--- src/shared/exp_bus_pkg.sv ---
package exp_bus_pkg;
	localparam int ADDR_W     = 28;        // system address width
	localparam int EXP_ADDR_W = 26;        // external address width
	localparam int DATA_W     = 16;        // external data width
	localparam int CNT_W      = 4;         // width of every cycle count
	localparam int NUM_CS     = 5;         // four generic selects plus the fifth
	localparam int NUM_GEN_CS = 4;         // selects with a pin of their own
	localparam logic [2:0] FIFTH_CS = 3'h4;
	localparam logic [3:0] DIV_MIN  = 4'h3;
	localparam logic [3:0] DIV_MAX  = 4'hF;
	localparam logic [2:0] HSIZE_BYTE = 3'h0;
	localparam logic [2:0] HSIZE_HALF = 3'h1;
	localparam logic [2:0] HSIZE_WORD = 3'h2;
	localparam int HTRANS_ACTIVE_BIT = 1;  // set for NONSEQ and SEQ
	localparam int FLASH_ALE_BIT     = 9;  // external address bit driving flash ALE
	localparam int FLASH_CLE_BIT     = 10; // external address bit driving flash CLE
	localparam logic [1:0] BEATS_ONE  = 2'h0;
	localparam logic [1:0] BEATS_TWO  = 2'h1;
	localparam logic [1:0] BEATS_FOUR = 2'h3;

	typedef enum logic [7:0] {
		ST_IDLE   = 8'h01,
		ST_DEC    = 8'h02,
		ST_ALE    = 8'h04,
		ST_SETUP  = 8'h08,
		ST_ACTIVE = 8'h10,
		ST_HOLD   = 8'h20,
		ST_ERR    = 8'h40,
		ST_DONE   = 8'h80
	} state_t;
endpackage : exp_bus_pkg

--- src/hw/ready_sync.sv ---
`timescale 1ns/1ps
`default_nettype none
module ready_sync (
	input  wire logic clk_i,
	input  wire logic rst_n_i,
	input  wire logic async_i,
	output logic      sync_o
);
	logic meta_q;
	logic sync_q;

	// two-flop synchroniser, first stage read only by the second
	always_ff @(posedge clk_i or negedge rst_n_i) begin
		if (!rst_n_i) begin
			meta_q <= 1'b0;
			sync_q <= 1'b0;
		end else begin
			meta_q <= async_i;
			sync_q <= meta_q;
		end
	end

	assign sync_o = sync_q;
endmodule : ready_sync
`default_nettype wire

--- src/hw/exp_clk_divider.sv ---
`timescale 1ns/1ps
`default_nettype none
module exp_clk_divider (
	input  wire logic                           clk_i,
	input  wire logic                           rst_n_i,
	input  wire logic [exp_bus_pkg::CNT_W-1:0]  div_i,
	output logic                                tick_o,
	output logic                                exp_clk_o
);
	logic [exp_bus_pkg::CNT_W-1:0] div_c;
	logic [exp_bus_pkg::CNT_W-1:0] cnt_q;
	logic [exp_bus_pkg::CNT_W-1:0] cnt_d;
	logic                          clk_q;
	logic                          clk_d;

	// clamp divisor into 3..15, count system cycles per external period
	always_comb begin
		div_c = div_i;
		if (div_i < exp_bus_pkg::DIV_MIN) begin
			div_c = exp_bus_pkg::DIV_MIN;
		end
		tick_o = (cnt_q == div_c - 4'h1);
		cnt_d  = tick_o ? 4'h0 : cnt_q + 4'h1;
		clk_d  = (cnt_d < {1'b0, div_c[exp_bus_pkg::CNT_W-1:1]});
	end

	// divider state
	always_ff @(posedge clk_i or negedge rst_n_i) begin
		if (!rst_n_i) begin
			cnt_q <= 4'h0;
			clk_q <= 1'b0;
		end else begin
			cnt_q <= cnt_d;
			clk_q <= clk_d;
		end
	end

	assign exp_clk_o = clk_q;
endmodule : exp_clk_divider
`default_nettype wire

--- src/hw/expansion_bus_cycle_engine.sv ---
`timescale 1ns/1ps
`default_nettype none
module expansion_bus_cycle_engine #(
	parameter int NUM_CS = exp_bus_pkg::NUM_CS
) (
	input  wire logic                                          clk_i,
	input  wire logic                                          rst_n_i,
	// system bus slave
	input  wire logic                                          hsel_i,
	input  wire logic [exp_bus_pkg::ADDR_W-1:0]                haddr_i,
	input  wire logic [1:0]                                    htrans_i,
	input  wire logic                                          hwrite_i,
	input  wire logic [2:0]                                    hsize_i,
	input  wire logic [31:0]                                   hwdata_i,
	input  wire logic                                          hready_i,
	output logic                                               hready_o,
	output logic                                               hresp_o,
	output logic [31:0]                                        hrdata_o,
	// global configuration
	input  wire logic [exp_bus_pkg::CNT_W-1:0]                 clk_div_i,
	input  wire logic                                          clk_out_en_i,
	input  wire logic                                          nand_mode_i,
	input  wire logic                                          fifth_select_enable_i,
	input  wire logic                                          rw_active_high_i,
	input  wire logic                                          cmd_active_high_i,
	// per-select configuration
	input  wire logic [NUM_CS-1:0][exp_bus_pkg::ADDR_W-1:0]    cs_base_i,
	input  wire logic [NUM_CS-1:0][exp_bus_pkg::ADDR_W-1:0]    cs_size_i,
	input  wire logic [NUM_CS-1:0]                             cs_ale_mode_i,
	input  wire logic [NUM_CS-1:0]                             cs_dir_strobe_mode_i,
	input  wire logic [NUM_CS-1:0]                             cs_ready_en_i,
	input  wire logic [NUM_CS-1:0]                             cs_bus16_i,
	input  wire logic [NUM_CS-1:0][exp_bus_pkg::CNT_W-1:0]     cs_setup_i,
	input  wire logic [NUM_CS-1:0][exp_bus_pkg::CNT_W-1:0]     cs_width_i,
	input  wire logic [NUM_CS-1:0][exp_bus_pkg::CNT_W-1:0]     cs_hold_i,
	// external pins
	output logic [exp_bus_pkg::EXP_ADDR_W-1:0]                 exp_addr_o,
	output logic [exp_bus_pkg::DATA_W-1:0]                     exp_data_o,
	output logic [exp_bus_pkg::DATA_W-1:0]                     exp_data_oe_o,
	input  wire logic [exp_bus_pkg::DATA_W-1:0]                exp_data_i,
	output logic [exp_bus_pkg::NUM_GEN_CS-1:0]                 chip_select_n_o,
	output logic                                               fifth_chip_select_n_o,
	output logic                                               read_strobe_n_o,
	output logic                                               write_strobe_n_o,
	output logic                                               ale_o,
	output logic                                               flash_read_strobe_n_o,
	output logic                                               flash_select_pin_n_o,
	output logic                                               flash_addr_latch_o,
	output logic                                               flash_cmd_latch_o,
	output logic [1:0]                                         write_byte_mask_o,
	input  wire logic                                          ready_i,
	output logic                                               exp_clk_o,
	output logic                                               exp_clk_oe_o
);
	exp_bus_pkg::state_t state_q, state_d;
	logic [exp_bus_pkg::ADDR_W-1:0] addr_q, addr_d;
	logic [2:0]                     size_q, size_d;
	logic                           write_q, write_d;
	logic [31:0]                    wdata_q, wdata_d;
	logic [31:0]                    rbuf_q, rbuf_d;
	logic [31:0]                    rdata_q, rdata_d;
	logic [2:0]                     sel_q, sel_d;
	logic [1:0]                     beat_q, beat_d;
	logic [exp_bus_pkg::CNT_W-1:0]  cnt_q, cnt_d;
	logic                           err_q, err_d;
	logic                           rdy_prev_q;
	logic                           rdy_sync;
	logic                           rdy_fall;
	logic                           tick;
	logic                           div_clk;
	logic                           accept;
	logic                           expire;
	logic [NUM_CS-1:0]              hit;
	logic                           any_hit;
	logic [2:0]                     hit_idx;
	logic                           bus16;
	logic                           nand_cycle;
	logic                           ale_eff;
	logic                           strb_eff;
	logic                           busy;
	logic                           cs_act;
	logic                           flash_act;
	logic [1:0]                     last_beat;
	logic [1:0]                     byte_idx;
	logic                           half_idx;
	logic [exp_bus_pkg::EXP_ADDR_W-1:0] eaddr;

	exp_clk_divider u_div (
		.clk_i     (clk_i),
		.rst_n_i   (rst_n_i),
		.div_i     (clk_div_i),
		.tick_o    (tick),
		.exp_clk_o (div_clk)
	);

	ready_sync u_rdy (
		.clk_i   (clk_i),
		.rst_n_i (rst_n_i),
		.async_i (ready_i),
		.sync_o  (rdy_sync)
	);

	// window decode, one comparator pair per select
	for (genvar i = 0; i < NUM_CS; i++) begin : g_win
		logic en;
		assign en = (i != int'(exp_bus_pkg::FIFTH_CS)) || nand_mode_i
			|| fifth_select_enable_i;
		assign hit[i] = en && (addr_q >= cs_base_i[i])
			&& ((addr_q - cs_base_i[i]) < cs_size_i[i]);
	end

	// lowest-numbered matching select wins
	always_comb begin
		any_hit = 1'b0;
		hit_idx = 3'h0;
		for (int i = NUM_CS - 1; i >= 0; i--) begin
			if (hit[i]) begin
				any_hit = 1'b1;
				hit_idx = 3'(i);
			end
		end
	end

	// effective mode of the latched select
	always_comb begin
		bus16      = cs_bus16_i[sel_q];
		nand_cycle = nand_mode_i && (sel_q == exp_bus_pkg::FIFTH_CS);
		ale_eff    = cs_ale_mode_i[sel_q] && !cs_dir_strobe_mode_i[sel_q]
			&& !nand_cycle;
		strb_eff   = cs_dir_strobe_mode_i[sel_q] && !cs_ale_mode_i[sel_q]
			&& !nand_cycle;
	end

	// beats per access, lane indices and external address
	always_comb begin
		last_beat = exp_bus_pkg::BEATS_ONE;
		if (size_q == exp_bus_pkg::HSIZE_WORD) begin
			last_beat = bus16 ? exp_bus_pkg::BEATS_TWO : exp_bus_pkg::BEATS_FOUR;
		end else if (size_q == exp_bus_pkg::HSIZE_HALF && !bus16) begin
			last_beat = exp_bus_pkg::BEATS_TWO;
		end
		byte_idx = addr_q[1:0];
		half_idx = addr_q[1];
		if (size_q == exp_bus_pkg::HSIZE_WORD) begin
			byte_idx = beat_q;
			half_idx = beat_q[0];
		end else if (size_q == exp_bus_pkg::HSIZE_HALF) begin
			byte_idx = {addr_q[1], beat_q[0]};
		end
		if (bus16) begin
			if (size_q == exp_bus_pkg::HSIZE_WORD) begin
				eaddr = {addr_q[exp_bus_pkg::EXP_ADDR_W:2], beat_q[0]};
			end else begin
				eaddr = addr_q[exp_bus_pkg::EXP_ADDR_W:1];
			end
		end else begin
			case (size_q)
				exp_bus_pkg::HSIZE_WORD: eaddr = {addr_q[exp_bus_pkg::EXP_ADDR_W-1:2], beat_q};
				exp_bus_pkg::HSIZE_HALF: eaddr = {addr_q[exp_bus_pkg::EXP_ADDR_W-1:1], beat_q[0]};
				default:                 eaddr = addr_q[exp_bus_pkg::EXP_ADDR_W-1:0];
			endcase
		end
	end

	assign accept = hsel_i && htrans_i[exp_bus_pkg::HTRANS_ACTIVE_BIT] && hready_i
		&& (state_q == exp_bus_pkg::ST_IDLE || state_q == exp_bus_pkg::ST_DONE);
	assign expire   = tick && (cnt_q == 4'h0);
	assign rdy_fall = rdy_prev_q && !rdy_sync;

	// cycle sequencer next state
	always_comb begin
		state_d = state_q;
		addr_d  = addr_q;
		size_d  = size_q;
		write_d = write_q;
		wdata_d = wdata_q;
		rbuf_d  = rbuf_q;
		rdata_d = rdata_q;
		sel_d   = sel_q;
		beat_d  = beat_q;
		cnt_d   = cnt_q;
		err_d   = err_q;
		if (tick && cnt_q != 4'h0) begin
			cnt_d = cnt_q - 4'h1;
		end
		case (state_q)
			exp_bus_pkg::ST_IDLE, exp_bus_pkg::ST_DONE: begin
				state_d = exp_bus_pkg::ST_IDLE;
				if (accept) begin
					state_d = exp_bus_pkg::ST_DEC;
					addr_d  = haddr_i;
					size_d  = hsize_i;
					write_d = hwrite_i;
					err_d   = 1'b0;
				end
			end
			exp_bus_pkg::ST_DEC: begin
				wdata_d = hwdata_i;
				beat_d  = 2'h0;
				sel_d   = hit_idx;
				cnt_d   = cs_setup_i[hit_idx];
				if (!any_hit) begin
					err_d   = 1'b1;
					state_d = exp_bus_pkg::ST_ERR;
				end else if (cs_ale_mode_i[hit_idx] && !cs_dir_strobe_mode_i[hit_idx]
					&& !(nand_mode_i && hit_idx == exp_bus_pkg::FIFTH_CS)) begin
					state_d = exp_bus_pkg::ST_ALE;
				end else begin
					state_d = exp_bus_pkg::ST_SETUP;
				end
			end
			exp_bus_pkg::ST_ALE: begin
				cnt_d = cs_setup_i[sel_q];
				if (tick) begin
					state_d = exp_bus_pkg::ST_SETUP;
				end
			end
			exp_bus_pkg::ST_SETUP: begin
				if (expire) begin
					state_d = exp_bus_pkg::ST_ACTIVE;
					cnt_d   = cs_width_i[sel_q];
				end
			end
			exp_bus_pkg::ST_ACTIVE: begin
				if (expire || (cs_ready_en_i[sel_q] && rdy_fall)) begin
					state_d = exp_bus_pkg::ST_HOLD;
					cnt_d   = cs_hold_i[sel_q];
					if (cs_ready_en_i[sel_q] && !rdy_fall) begin
						err_d = 1'b1;
					end
					if (!write_q && bus16) begin
						rbuf_d[16*half_idx +: 16] = exp_data_i;
					end else if (!write_q) begin
						rbuf_d[8*byte_idx +: 8] = exp_data_i[7:0];
					end
				end
			end
			exp_bus_pkg::ST_HOLD: begin
				if (expire) begin
					if (beat_q == last_beat) begin
						state_d = err_q ? exp_bus_pkg::ST_ERR : exp_bus_pkg::ST_DONE;
						case (size_q)
							exp_bus_pkg::HSIZE_BYTE: rdata_d = {4{rbuf_q[8*addr_q[1:0] +: 8]}};
							exp_bus_pkg::HSIZE_HALF: rdata_d = {2{rbuf_q[16*addr_q[1] +: 16]}};
							default:                 rdata_d = rbuf_q;
						endcase
					end else begin
						beat_d  = beat_q + 2'h1;
						cnt_d   = cs_setup_i[sel_q];
						state_d = ale_eff ? exp_bus_pkg::ST_ALE : exp_bus_pkg::ST_SETUP;
					end
				end
			end
			exp_bus_pkg::ST_ERR: begin
				state_d = exp_bus_pkg::ST_DONE;
			end
			default: begin
				state_d = exp_bus_pkg::ST_IDLE;
			end
		endcase
	end

	// sequencer registers
	always_ff @(posedge clk_i or negedge rst_n_i) begin
		if (!rst_n_i) begin
			state_q    <= exp_bus_pkg::ST_IDLE;
			addr_q     <= '0;
			size_q     <= 3'h0;
			write_q    <= 1'b0;
			wdata_q    <= 32'h0;
			rbuf_q     <= 32'h0;
			rdata_q    <= 32'h0;
			sel_q      <= 3'h0;
			beat_q     <= 2'h0;
			cnt_q      <= 4'h0;
			err_q      <= 1'b0;
			rdy_prev_q <= 1'b0;
		end else begin
			state_q    <= state_d;
			addr_q     <= addr_d;
			size_q     <= size_d;
			write_q    <= write_d;
			wdata_q    <= wdata_d;
			rbuf_q     <= rbuf_d;
			rdata_q    <= rdata_d;
			sel_q      <= sel_d;
			beat_q     <= beat_d;
			cnt_q      <= cnt_d;
			err_q      <= err_d;
			rdy_prev_q <= rdy_sync;
		end
	end

	// system bus answer: stalled until every beat is done
	assign hready_o = (state_q == exp_bus_pkg::ST_IDLE)
		|| (state_q == exp_bus_pkg::ST_DONE);
	assign hresp_o  = (state_q == exp_bus_pkg::ST_ERR)
		|| (state_q == exp_bus_pkg::ST_DONE && err_q);
	assign hrdata_o = rdata_q;

	assign busy   = (state_q == exp_bus_pkg::ST_ALE) || (state_q == exp_bus_pkg::ST_SETUP)
		|| (state_q == exp_bus_pkg::ST_ACTIVE) || (state_q == exp_bus_pkg::ST_HOLD);
	assign cs_act = (state_q == exp_bus_pkg::ST_ACTIVE);
	assign flash_act = cs_act && nand_mode_i
		&& (nand_cycle || sel_q < exp_bus_pkg::FIFTH_CS);

	// external pin drive
	always_comb begin
		exp_addr_o    = busy ? eaddr : '0;
		exp_data_o    = '0;
		exp_data_oe_o = '0;
		if (ale_eff && (state_q == exp_bus_pkg::ST_ALE
			|| (state_q == exp_bus_pkg::ST_SETUP && write_q))) begin
			exp_data_o    = eaddr[exp_bus_pkg::DATA_W-1:0];
			exp_data_oe_o = '1;
		end else if (write_q && busy) begin
			exp_data_o    = bus16 ? wdata_q[16*half_idx +: 16]
				: {8'h00, wdata_q[8*byte_idx +: 8]};
			exp_data_oe_o = '1;
		end
		write_byte_mask_o = 2'h0;
		if (bus16 && size_q == exp_bus_pkg::HSIZE_BYTE && busy) begin
			write_byte_mask_o = addr_q[0] ? 2'h1 : 2'h2;
		end
		for (int i = 0; i < exp_bus_pkg::NUM_GEN_CS; i++) begin
			chip_select_n_o[i] = !(cs_act && sel_q == 3'(i));
		end
		if (nand_mode_i) begin
			fifth_chip_select_n_o = !(flash_act && write_q);
		end else begin
			fifth_chip_select_n_o = !(cs_act && sel_q == exp_bus_pkg::FIFTH_CS);
		end
		flash_read_strobe_n_o = !(flash_act && !write_q);
		flash_select_pin_n_o  = !(busy && nand_cycle);
		flash_addr_latch_o    = busy && nand_cycle && eaddr[exp_bus_pkg::FLASH_ALE_BIT];
		flash_cmd_latch_o     = busy && nand_cycle && eaddr[exp_bus_pkg::FLASH_CLE_BIT];
		ale_o = ale_eff && (state_q == exp_bus_pkg::ST_ALE);
		if (strb_eff) begin
			write_strobe_n_o = rw_active_high_i ? (busy && write_q) : !(busy && write_q);
			read_strobe_n_o  = cmd_active_high_i ? cs_act : !cs_act;
		end else begin
			write_strobe_n_o = !(cs_act && write_q && !nand_cycle);
			read_strobe_n_o  = !(cs_act && !write_q && !nand_cycle);
		end
	end

	assign exp_clk_o    = div_clk && clk_out_en_i;
	assign exp_clk_oe_o = clk_out_en_i;
endmodule : expansion_bus_cycle_engine
`default_nettype wire

--- config.mk ---
export PLATFORM = sky130hd
export DESIGN_NAME = expansion_bus_cycle_engine
export DESIGN_NICKNAME = d
export VERILOG_FILES = /design/src/shared/exp_bus_pkg.sv /design/src/hw/ready_sync.sv /design/src/hw/exp_clk_divider.sv /design/src/hw/expansion_bus_cycle_engine.sv
export SDC_FILE = /design/constraint.sdc
export NUM_CORES = 1
export LEC_CHECK = 0
export ABC_AREA = 1
export BUFFER_PORTS_ARGS = -buffer_cell sky130_fd_sc_hd__buf_4
export CAP_MARGIN = 40
export CORE_MARGIN = 2
export CORE_UTILIZATION = 40
export CTS_CLUSTER_DIAMETER = 100
export CTS_CLUSTER_SIZE = 14
export DETAILED_ROUTE_END_ITERATION = 6
export GPL_TIMING_DRIVEN = 0
export SLEW_MARGIN = 5
export SYNTH_ARGS = -nofsm -noshare
export SYNTH_HDL_FRONTEND = slang
export SYNTH_SLANG_ARGS = --single-unit
export TNS_END_PERCENT = 50
--- constraint.sdc ---
create_clock -name clk_i -period 5.6 [get_ports clk_i]
set_input_delay 0.56 -clock clk_i [delete_from_list [all_inputs] [get_ports clk_i]]
set_output_delay 0.56 -clock clk_i [all_outputs]
set_load 0.02 [all_outputs]
==> results.json, run 1 <==
{
  "max_clock_freq_mhz": 192,
  "startpoint_type": "flop",
  "fin_ws_ps": 405,
  "drc_errors": 0,
  "powerDensity_nw_per_um2": 524,
  "totalWireLength_mm": 82.5,
  "ios": 564,
  "grt_pass1_vias": 21918,
  "final_net_count": 4497,
  "p_switching_uw": 7840,
  "reg2reg_from": "addr_q[11]",
  "p_seq_share_pct": 15.5,
  "fin_crit_ps": 5190,
  "synth_cells": 3163,
  "syn_area_um2": 20500,
  "port_buffers": 562,
  "path_common_cell": "nand2_1",
  "design_area_um2": 26300,
  "worstReg2RegEnd": "state_q[2]",
  "leakage_uw": 0.0149,
  "rsz0062_at_grt": "no",
  "drive_gt1_share_pct": 18.9,
  "clkPwrFrac_pct": 8.4,
  "fp.coreArea_um2": 50400,
  "post-place-ws_ps": -928,
  "vias": 22794,
  "drtIter0Drc": 1644,
  "drt_pass1_iterations": 5,
  "min_path_type": "in2async",
  "grt_overflow": 0,
  "cp.arrival_ps": 5570,
  "die_w_um": 230,
  "synth_ff_type": "dfrtp_1",
  "worstRegToRegCells": 31,
  "final-setup-viol-count": 0,
  "worstSetupPathType": "reg2reg",
  "n_fill_cell": 5282,
  "track_usage_pct": 30.2,
  "synth_edf_count": 0,
  "r2r_slack_ps": 410,
  "maxCapViolations": 0,
  "final_common_cell": "nand2_1",
  "die_y_um": 230,
  "detail-route-antenna-nets": 0,
  "run_status": "completed",
  "crit_fanout": 8,
  "cts_tree": "yes",
  "ys_async_sr_fraction_pct": 100,
  "tightest_slew_ps": 833,
  "peakVddDrop_uv": 231,
  "clk_pin_slew_worst_paths_ps": 60,
  "syn_nets": 3908,
  "dp_hpwl_mm": 68.7,
  "std_cell_rows": 82,
  "cts-root-buf": "clkbuf_16",
  "die_area_um2": 53100,
  "area_growth_pct": 28.5,
  "combPwrFrac_pct": 76.2,
  "start_util_pct": 40.7,
  "syn_area_per_cell_um2": 6.48,
  "ctsLongestPathBuffers": 2,
  "cp.required_ps": 5980,
  "viasPerCell": 5.13,
  "synthDistinctLibCells": 63,
  "cp_top_family": "simple AND/OR/NAND/NOR gates",
  "switching_share_pct": 56.8,
  "slew_violations": 0,
  "utilization_pct": 52.3,
  "critical-path-max-stage-delay_ps": 880,
  "ys_ff_latch": 154,
  "skew_ps": 13.4,
  "cp_num_buf_inv": 3,
  "cts_buffers": 17,
  "gp_congestion": 0.956,
  "hold_viol_final": 0,
  "post_dp_cell_area_um2": 25600,
  "seq_area_frac_synth_pct": 18.8,
  "endpoint_kind": "flop",
  "layout_common_cells": "761 x nand2_1, 585 x buf_4, 578 x inv_1",
  "finalCritPeriodShare_pct": 92.8,
  "clk_latency_ps": 450,
  "htree_levels": 4,
  "antenna_found_initial": 6,
  "clock-sinks": 154,
  "grt_pass1_wl_mm": 124,
  "tns_ps": 0,
  "yosys_warnings": 0,
  "crit_path_top_delay_cell": "dfrtp_1",
  "slew_headroom_pct": 44.5,
  "power.internal_uw": 5960,
  "grt_max_degree": 105,
  "avgRoutedWirePerCell_um": 18.6
}
synthesized netlist by cell type (all sizes together), types with 32 or more instances:
| cell type | n | area share (%) |
|---|---|---|
| o22ai | 36 | 1.1 |
| a21oi | 235 | 5.8 |
| o21ai | 293 | 7.3 |
| mux2 | 32 | 1.8 |
| inv | 593 | 11 |
| nor2 | 205 | 3.9 |
| ha | 284 | 17 |
| clkbuf | 42 | 0.77 |
| xnor2 | 55 | 2.4 |
| nand2 | 772 | 14 |
| nand3 | 115 | 2.8 |
| xor2 | 82 | 3.5 |
| buf | 34 | 1.1 |
| nor3 | 36 | 1.1 |
| dfrtp | 153 | 19 |
worst max-delay path by stage:
| stage | from | endpoint | cells past startpoint |
|---|---|---|---|
| after floorplan | addr_q[0] | cnt_q[1] | 37 |
| after global placement | addr_q[1] | cnt_q[2] | 29 |
| after detailed placement | addr_q[1] | state_q[2] | 29 |
| after CTS | addr_q[0] | cnt_q[1] | 38 |
| after global routing | addr_q[0] | cnt_q[2] | 38 |
| final | addr_q[11] | state_q[2] | 31 |
metrics by stage:
step           cells  hold slack, ps  total power, µW
6_report        4444            12.5            13800
5_1_grt         4443            37.3            15300
4_1_cts         4436            25.1            13600
3_5_place_dp    4401             343            12400
3_3_place_gp    4397             336            12300
2_1_floorplan   3163             264             9260
timing repair:
action,in CTS,in global routing
pin swaps,1,1
setup buffers,4,1
resized for setup,11,28
endpoints found under the setup margin,11,9
cloned,0,0
hold buffers,0,0
state kept, by name, summed over array words and instances (netlist names):
name	count
hrdata_o	32
rbuf_q	32
wdata_q	32
addr_q	28
state_q	8
cnt_q	4
u_div.cnt_q	4
sel_q	3
size_q	3
beat_q	2
err_q	1
rdy_prev_q	1
u_div.exp_clk_o	1
u_rdy.meta_q	1
u_rdy.sync_o	1
write_q	1
cell families (layout without fill, tap and decap cells):
group           Yosys count  after routing  share of synthesized area (%)
mux                      33             33                           1.81
xor+xnor                137            137                           5.85
fa+ha+maj               289            289                           17.8
flops                   154            154                           18.8
other cells               0              7                              0
simple gates           1174           1174                           23.6
compound gates          703            703                           19.4
buf+inv                 673           1275                           12.8
per-layer routing:
metal | global-route usage [%] | up-vias | routed length, µm
met5 | 0 | - | 0
met4 | 10.6 | 0 | 2740
met3 | 4.55 | 122 | 4910
met2 | 49.9 | 753 | 37800
met1 | 40.1 | 10405 | 37100
li1 | - | 11514 | -
power by group through the flow:
stage / registers [µW] / clock network [µW] / logic [µW]
finish: 2130 / 1160 / 10500
global route: 2150 / 1220 / 12000
CTS: 2140 / 1160 / 10300
detailed placement: 2160 / 0 / 10200
global placement: 2170 / 0 / 10100
floorplan: 1680 / 0 / 7590
final cells by class:
| class | instances | area (µm²) | area share, % |
|---|---|---|---|
| Multi-Input combinational cell | 2336 | 14100 | 53.5 |
| Clock buffer | 18 | 439 | 1.67 |
| Sequential cell | 154 | 3860 | 14.7 |
| Timing Repair Buffer | 571 | 4330 | 16.4 |
| Clock inverter | 14 | 136 | 0.518 |
| Tap cell | 672 | 841 | 3.19 |
| Buffer | 75 | 390 | 1.48 |
| Inverter | 597 | 2250 | 8.53 |
| Antenna cell | 7 | 17.5 | 0.0665 |
worst register-to-register path, delay by kind of cell, from the launching register on:
family                   cells  cell delay, ps
adder cells (fa/ha/maj)      2             720
AO/OA/AOI/OAI                7            1050
AND/OR/NAND/NOR             18            1960
XOR/XNOR                     1             210
buffers and inverters        3             310
flip-flops                   1             880
Note: power is estimated with default switching activity, not from simulation.
==> run 2: changes to the inputs <==
--- a/config.mk
+++ b/config.mk
@@ -8,7 +8,7 @@
 export ABC_AREA = 1
 export BUFFER_PORTS_ARGS = -buffer_cell sky130_fd_sc_hd__buf_4
 export CAP_MARGIN = 40
-export CORE_MARGIN = 2
+export CORE_MARGIN = 5
 export CORE_UTILIZATION = 40
 export CTS_CLUSTER_DIAMETER = 100
 export CTS_CLUSTER_SIZE = 14
==> run 2 against run 1 <==
Effect of this change: combinational power hardly changed; non-clock buffer count decreased by 1; clock skew fell by 3.2 ps; global-route usage is 1.6 points lower; final cell count rose by 0.20%.
==> results.json, run 2 (synthesis gave the netlist of run 1 again) <==
{
  "hold_viol_final": 0,
  "grt_overflow": 0,
  "max_clock_freq_mhz": 192,
  "min_path_type": "in2async",
  "antenna_found_initial": 10,
  "port_buffers": 562,
  "run_status": "completed",
  "cts_tree": "yes",
  "finalNonFillerCells": 4453,
  "final_net_count": 4496,
  "endpoint_kind": "flop",
  "r2r_slack_ps": 380,
  "vias": 22602,
  "viasPerCell": 5.08,
  "powerDensity_nw_per_um2": 524,
  "post_dp_cell_area_um2": 25600,
  "cp.required_ps": 5920,
  "tightest_slew_ps": 776,
  "skew_ps": 10.2,
  "area_growth_pct": 28.5,
  "crit_fanout": 12,
  "cp.arrival_ps": 5540,
  "slew_headroom_pct": 48.2,
  "switching_share_pct": 56.9,
  "clkPwrFrac_pct": 8.6,
  "ctsLongestPathBuffers": 2,
  "peakVddDrop_uv": 300,
  "startpoint_type": "flop",
  "drt_pass1_iterations": 5,
  "fin_crit_ps": 5220,
  "design_area_um2": 26300,
  "drc_errors": 0,
  "ios": 564,
  "p_seq_share_pct": 15.3,
  "cts_buffers": 17,
  "maxCapViolations": 0,
  "power_uw": 13800,
  "avgRoutedWirePerCell_um": 18.9,
  "die_w_um": 236,
  "final-setup-viol-count": 0,
  "layout_common_cells": "761 x nand2_1, 584 x buf_4, 578 x inv_1",
  "rsz0062_at_grt": "no",
  "tns_ps": 0,
  "fp.coreArea_um2": 51000,
  "grt_max_degree": 89,
  "drtIter0Drc": 1561,
  "start_util_pct": 40.2,
  "dp.cells": 4408,
  "path_common_cell": "nand2_1",
  "htree_levels": 4,
  "grt_pass1_vias": 21855,
  "clk_pin_slew_worst_paths_ps": 80,
  "clock-sinks": 154,
  "drive_gt1_share_pct": 18.9,
  "worstSetupPathType": "reg2reg",
  "gp_congestion": 0.973,
  "track_usage_pct": 28.7,
  "grt_pass1_wl_mm": 125,
  "detail-route-antenna-nets": 0,
  "finalCritPeriodShare_pct": 93.2,
  "worstRegToRegCells": 30,
  "die_y_um": 236,
  "cts-root-buf": "clkbuf_16",
  "std_cell_rows": 83,
  "clk_latency_ps": 450,
  "power.internal_uw": 5940,
  "die_area_um2": 55900,
  "combPwrFrac_pct": 76.1,
  "p_switching_uw": 7850,
  "totalWireLength_mm": 84.3,
  "critical-path-max-stage-delay_ps": 500,
  "leakage_uw": 0.0149,
  "slew_violations": 0,
  "dp_hpwl_mm": 70.4,
  "final_common_cell": "nand2_1",
  "cts_hold_buf": 0,
  "crit_path_top_delay_cell": "dfrtp_4"
}
==> run 2: cell types whose count changed in the layout (fill, tap and decap cells not counted), moves of 2 or more <==
cell      change
a21boi_1      -2
inv_8         +2
nand3_2       +2
buf_2         +2
a21boi_0      +2
clkinv_4      -2
inv_6         +2
nor2_2        -2
o21ai_1       -2
nand3_1       -2
diode_2       +2
==> run 2: layout make-up <==
class | instances | area (µm²)
diodes | 9 | 22.5
plain buffers | 75 | 382
clock buffers | 17 | 425
clock inverters | 15 | 154
fillers | 5404 | 24600
inverters | 597 | 2250
multi-input cells | 2336 | 14100
flip-flops and latches | 154 | 3860
well taps | 680 | 851
repair buffers | 570 | 4310
==> run 2: worst max-delay path: cells and delay by family, from the launching register on <==
family	cells	cell delay (ps)
compound gates	12	2200
simple gates	13	1160
fa+ha+maj	2	590
flops	1	500
buf+inv	2	450
xor+xnor	1	180
==> run 2: per-layer routing <==
metal | GRT usage [%] | share of wire (%) | vias to the layer above
met2 | 48.2 | 47 | 723
li1 | - | - | 11511
met4 | 8.50 | 2.8 | 2
met3 | 3.95 | 6.0 | 102
met5 | 0 | 0.015 | -
met1 | 38.4 | 44 | 10264
==> run 2: timing repair <==
| item | CTS | global route |
|---|---|---|
| pin swaps | 0 | 1 |
| endpoints found under the setup margin | 11 | 8 |
| setup buffers | 5 | 0 |
| resized for setup | 16 | 23 |
| gates cloned | 0 | 0 |
| hold endpoints to repair | 0 | 0 |
==> run 2: through the flow <==
step | setup WS, ps | utilization [%] | hold slack (ps)
3_3_place_gp | -959 | 50.1 | 363
6_report | 381 | 51.7 | 86.3
3_5_place_dp | -944 | 50.2 | 359
2_1_floorplan | 1030 | - | 264
4_1_cts | 36.7 | 51.5 | 143
5_1_grt | 0.798 | 51.7 | 165
==> run 2: path summary, 6_finish.rpt <==
path / startpoint / endpoint
hold / removal: rst_n_i / hrdata_o[27]
hold reg to reg: u_rdy.meta_q / u_rdy.sync_o
max in group asynchronous: rst_n_i / state_q[0]
setup reg to reg: addr_q[1] / cnt_q[1]
setup / recovery: addr_q[1] / cnt_q[1]
min in group clk_i: ready_i / u_rdy.meta_q
==> run 2: power by group through the flow <==
stage	registers, µW	logic, µW	clock network, µW
2_1_floorplan	1680	7590	0
4_1_cts	2120	10400	1190
5_1_grt	2150	11900	1240
3_5_place_dp	2160	10200	0
3_3_place_gp	2160	10200	0
6_report	2110	10500	1190
==> run 3: changes to the inputs <==
--- a/config.mk
+++ b/config.mk
@@ -8,7 +8,7 @@
 export ABC_AREA = 1
 export BUFFER_PORTS_ARGS = -buffer_cell sky130_fd_sc_hd__buf_4
 export CAP_MARGIN = 40
-export CORE_MARGIN = 5
+export CORE_MARGIN = 3
 export CORE_UTILIZATION = 40
 export CTS_CLUSTER_DIAMETER = 100
 export CTS_CLUSTER_SIZE = 14
==> constraint.sdc (replaced) <==
create_clock -name clk_i -period 5.6 [get_ports clk_i]
set_input_delay 0.84 -clock clk_i [delete_from_list [all_inputs] [get_ports clk_i]]
set_output_delay 0.84 -clock clk_i [all_outputs]
set_load 0.02 [all_outputs]
==> run 3 against run 2 <==
Effect of this change: clock power is essentially flat; die area shrank 3.4%; clock skew grew 4.8 ps; register-to-register slack lost 110 ps; combinational power is essentially flat; hold slack gained 250 ps; first-iteration DRC count grew 6.9%; total power grew 0.15%; via count grew 0.71%; final area is essentially flat; global-route usage grew 1.4 points; core utilization grew 0.61 points; critical path type unchanged; critical endpoint unchanged.
==> results.json, run 3 (synthesis gave the netlist of run 1 again) <==
{
  "n_fill_cell": 5302,
  "start_util_pct": 40.7,
  "dp_hpwl_mm": 69.9,
  "crit_path_top_delay_cell": "fa_1",
  "seqCellArea_um2": 3870,
  "grt_overflow": 0,
  "cts_tree": "yes",
  "fp.coreArea_um2": 50400,
  "die_y_um": 232,
  "startpoint": "addr_q[0]",
  "clock-sinks": 154,
  "path_common_cell": "nand2_1",
  "power.internal_uw": 5960,
  "endpoint_kind": "flop",
  "ctsLongestPathBuffers": 2,
  "totalWireLength_mm": 84.1,
  "path_depth": 31,
  "htree_levels": 4,
  "reg2reg_from": "addr_q[0]",
  "leakage_uw": 0.0149,
  "fin_crit_ps": 5330,
  "skew_ps": 15.0,
  "design_area_um2": 26300,
  "max_clock_freq_mhz": 188,
  "post-place-ws_ps": -985,
  "hold_viol_final": 0,
  "area_growth_pct": 28.5,
  "switching_share_pct": 56.9,
  "finalCritPeriodShare_pct": 95.1,
  "grt_pass1_wl_mm": 125,
  "min_path_type": "in2async",
  "crit_fanout": 10,
  "peakVddDrop_uv": 266,
  "die_w_um": 232,
  "p_seq_share_pct": 15.5,
  "cts_hold_buf": 0,
  "r2r_slack_ps": 270,
  "final_common_cell": "nand2_1",
  "cp_top_family": "simple AND/OR/NAND/NOR gates",
  "worstRegToRegCells": 31,
  "vias": 22763,
  "drive_gt1_share_pct": 18.9,
  "worstSetupPathType": "reg2reg",
  "clk_latency_ps": 450,
  "final_net_count": 4498,
  "tightest_slew_ps": 783,
  "critical-path-max-stage-delay_ps": 430,
  "slew_headroom_pct": 47.5,
  "cp_num_buf_inv": 4,
  "p_switching_uw": 7860,
  "track_usage_pct": 30.0,
  "die_area_um2": 54000,
  "drc_errors": 0,
  "ios": 564,
  "antenna_found_initial": 4,
  "port_buffers": 562,
  "std_cell_rows": 82,
  "gp_congestion": 0.970,
  "viasPerCell": 5.13,
  "cts-root-buf": "clkbuf_16",
  "layout_common_cells": "764 x nand2_1, 585 x buf_4, 579 x inv_1",
  "cp.required_ps": 5970,
  "detail-route-antenna-nets": 0,
  "drtIter0Drc": 1668,
  "rsz0062_at_grt": "yes",
  "grt_pass1_vias": 21886,
  "cp.arrival_ps": 5700,
  "clkPwrFrac_pct": 8.6,
  "cts_buffers": 17,
  "combPwrFrac_pct": 76.0,
  "run_status": "completed",
  "avgRoutedWirePerCell_um": 18.9,
  "worstReg2RegEnd": "cnt_q[1]",
  "grt_max_degree": 86,
  "fin_ws_ps": 275,
  "startpoint_type": "flop",
  "maxCapViolations": 0,
  "drt_pass1_iterations": 5,
  "final-setup-viol-count": 0,
  "multiInputGateArea_um2": 14100,
  "power_uw": 13800,
  "slew_violations": 0,
  "post_dp_cell_area_um2": 25600,
  "clk_pin_slew_worst_paths_ps": 70,
  "powerDensity_nw_per_um2": 525
}
run 3: changes by cell type in the layout (fill, tap and decap cells not counted), sizes merged:
cell,previous run,this run
diode,9,3
buf,604,607
clkinv,6,7
clkinvlp,3,2
inv,602,601
run 3: metrics by stage:
| stage | hold WS [ps] | setup TNS [ps] | utilization (%) | std cells |
|---|---|---|---|---|
| CTS | 357 | 0 | 52.1 | 4435 |
| detailed placement | 340 | -8170 | 50.9 | 4401 |
| floorplan | 331 | 0 | - | 3163 |
| global placement | 337 | -9340 | 50.7 | 4397 |
| global route | 369 | -30.4 | 52.3 | 4441 |
| finish | 332 | 0 | 52.3 | 4441 |
run 3: how the worst max path moves through the flow:
stage / to / slack, ps
floorplan: cnt_q[1] / 1030
global placement: cnt_q[1] / -1090
detailed placement: cnt_q[1] / -990
CTS: cnt_q[0] / 60
global route: state_q[2] / -10
finish: cnt_q[1] / 270
run 3: timing repair:
item	in CTS	in global routing
gates resized for setup	11	26
setup buffers	3	4
setup endpoints to repair	11	10
pin swaps	1	0
run 3: worst reg2reg max path: cells and delay by family, from the launching register on:
family                     cells  cell delay, ps
and+or+nand+nor               13            1700
buffers and inverters          4             570
DFF                            1             420
adders and majority gates      3             940
AOI/OAI and AO/OA             10            1430
xor gates and xnor gates       1             190
run 3: layout make-up:
type                            instances  area share (%)
Antenna cell                            3          0.0285
Buffer                                 74            1.42
Clock buffer                           18            1.63
Clock inverter                         14           0.570
Inverter                              597            8.54
Multi-Input combinational cell       2336            53.4
Sequential cell                       154            14.7
Tap cell                              672            3.19
Timing Repair Buffer                  573            16.5
run 3: power groups by stage:
stage               clock network [µW]  registers [µW]  logic (µW)
floorplan                            0            1680        7590
global placement                     0            2170       10200
detailed placement                   0            2160       10200
CTS                               1180            2140       10300
global route                      1230            2160       11900
finish                            1180            2140       10500
run 3: routing by layer:
layer  GRT usage (%)  part of all wire [%]  vias to the layer above
met4            10.2                   3.7                        0
li1                -                     -                    11531
met2            49.6                    46                      746
met1            40.1                    44                    10351
met5               0                     0                        -
met3            4.13                   5.9                      135
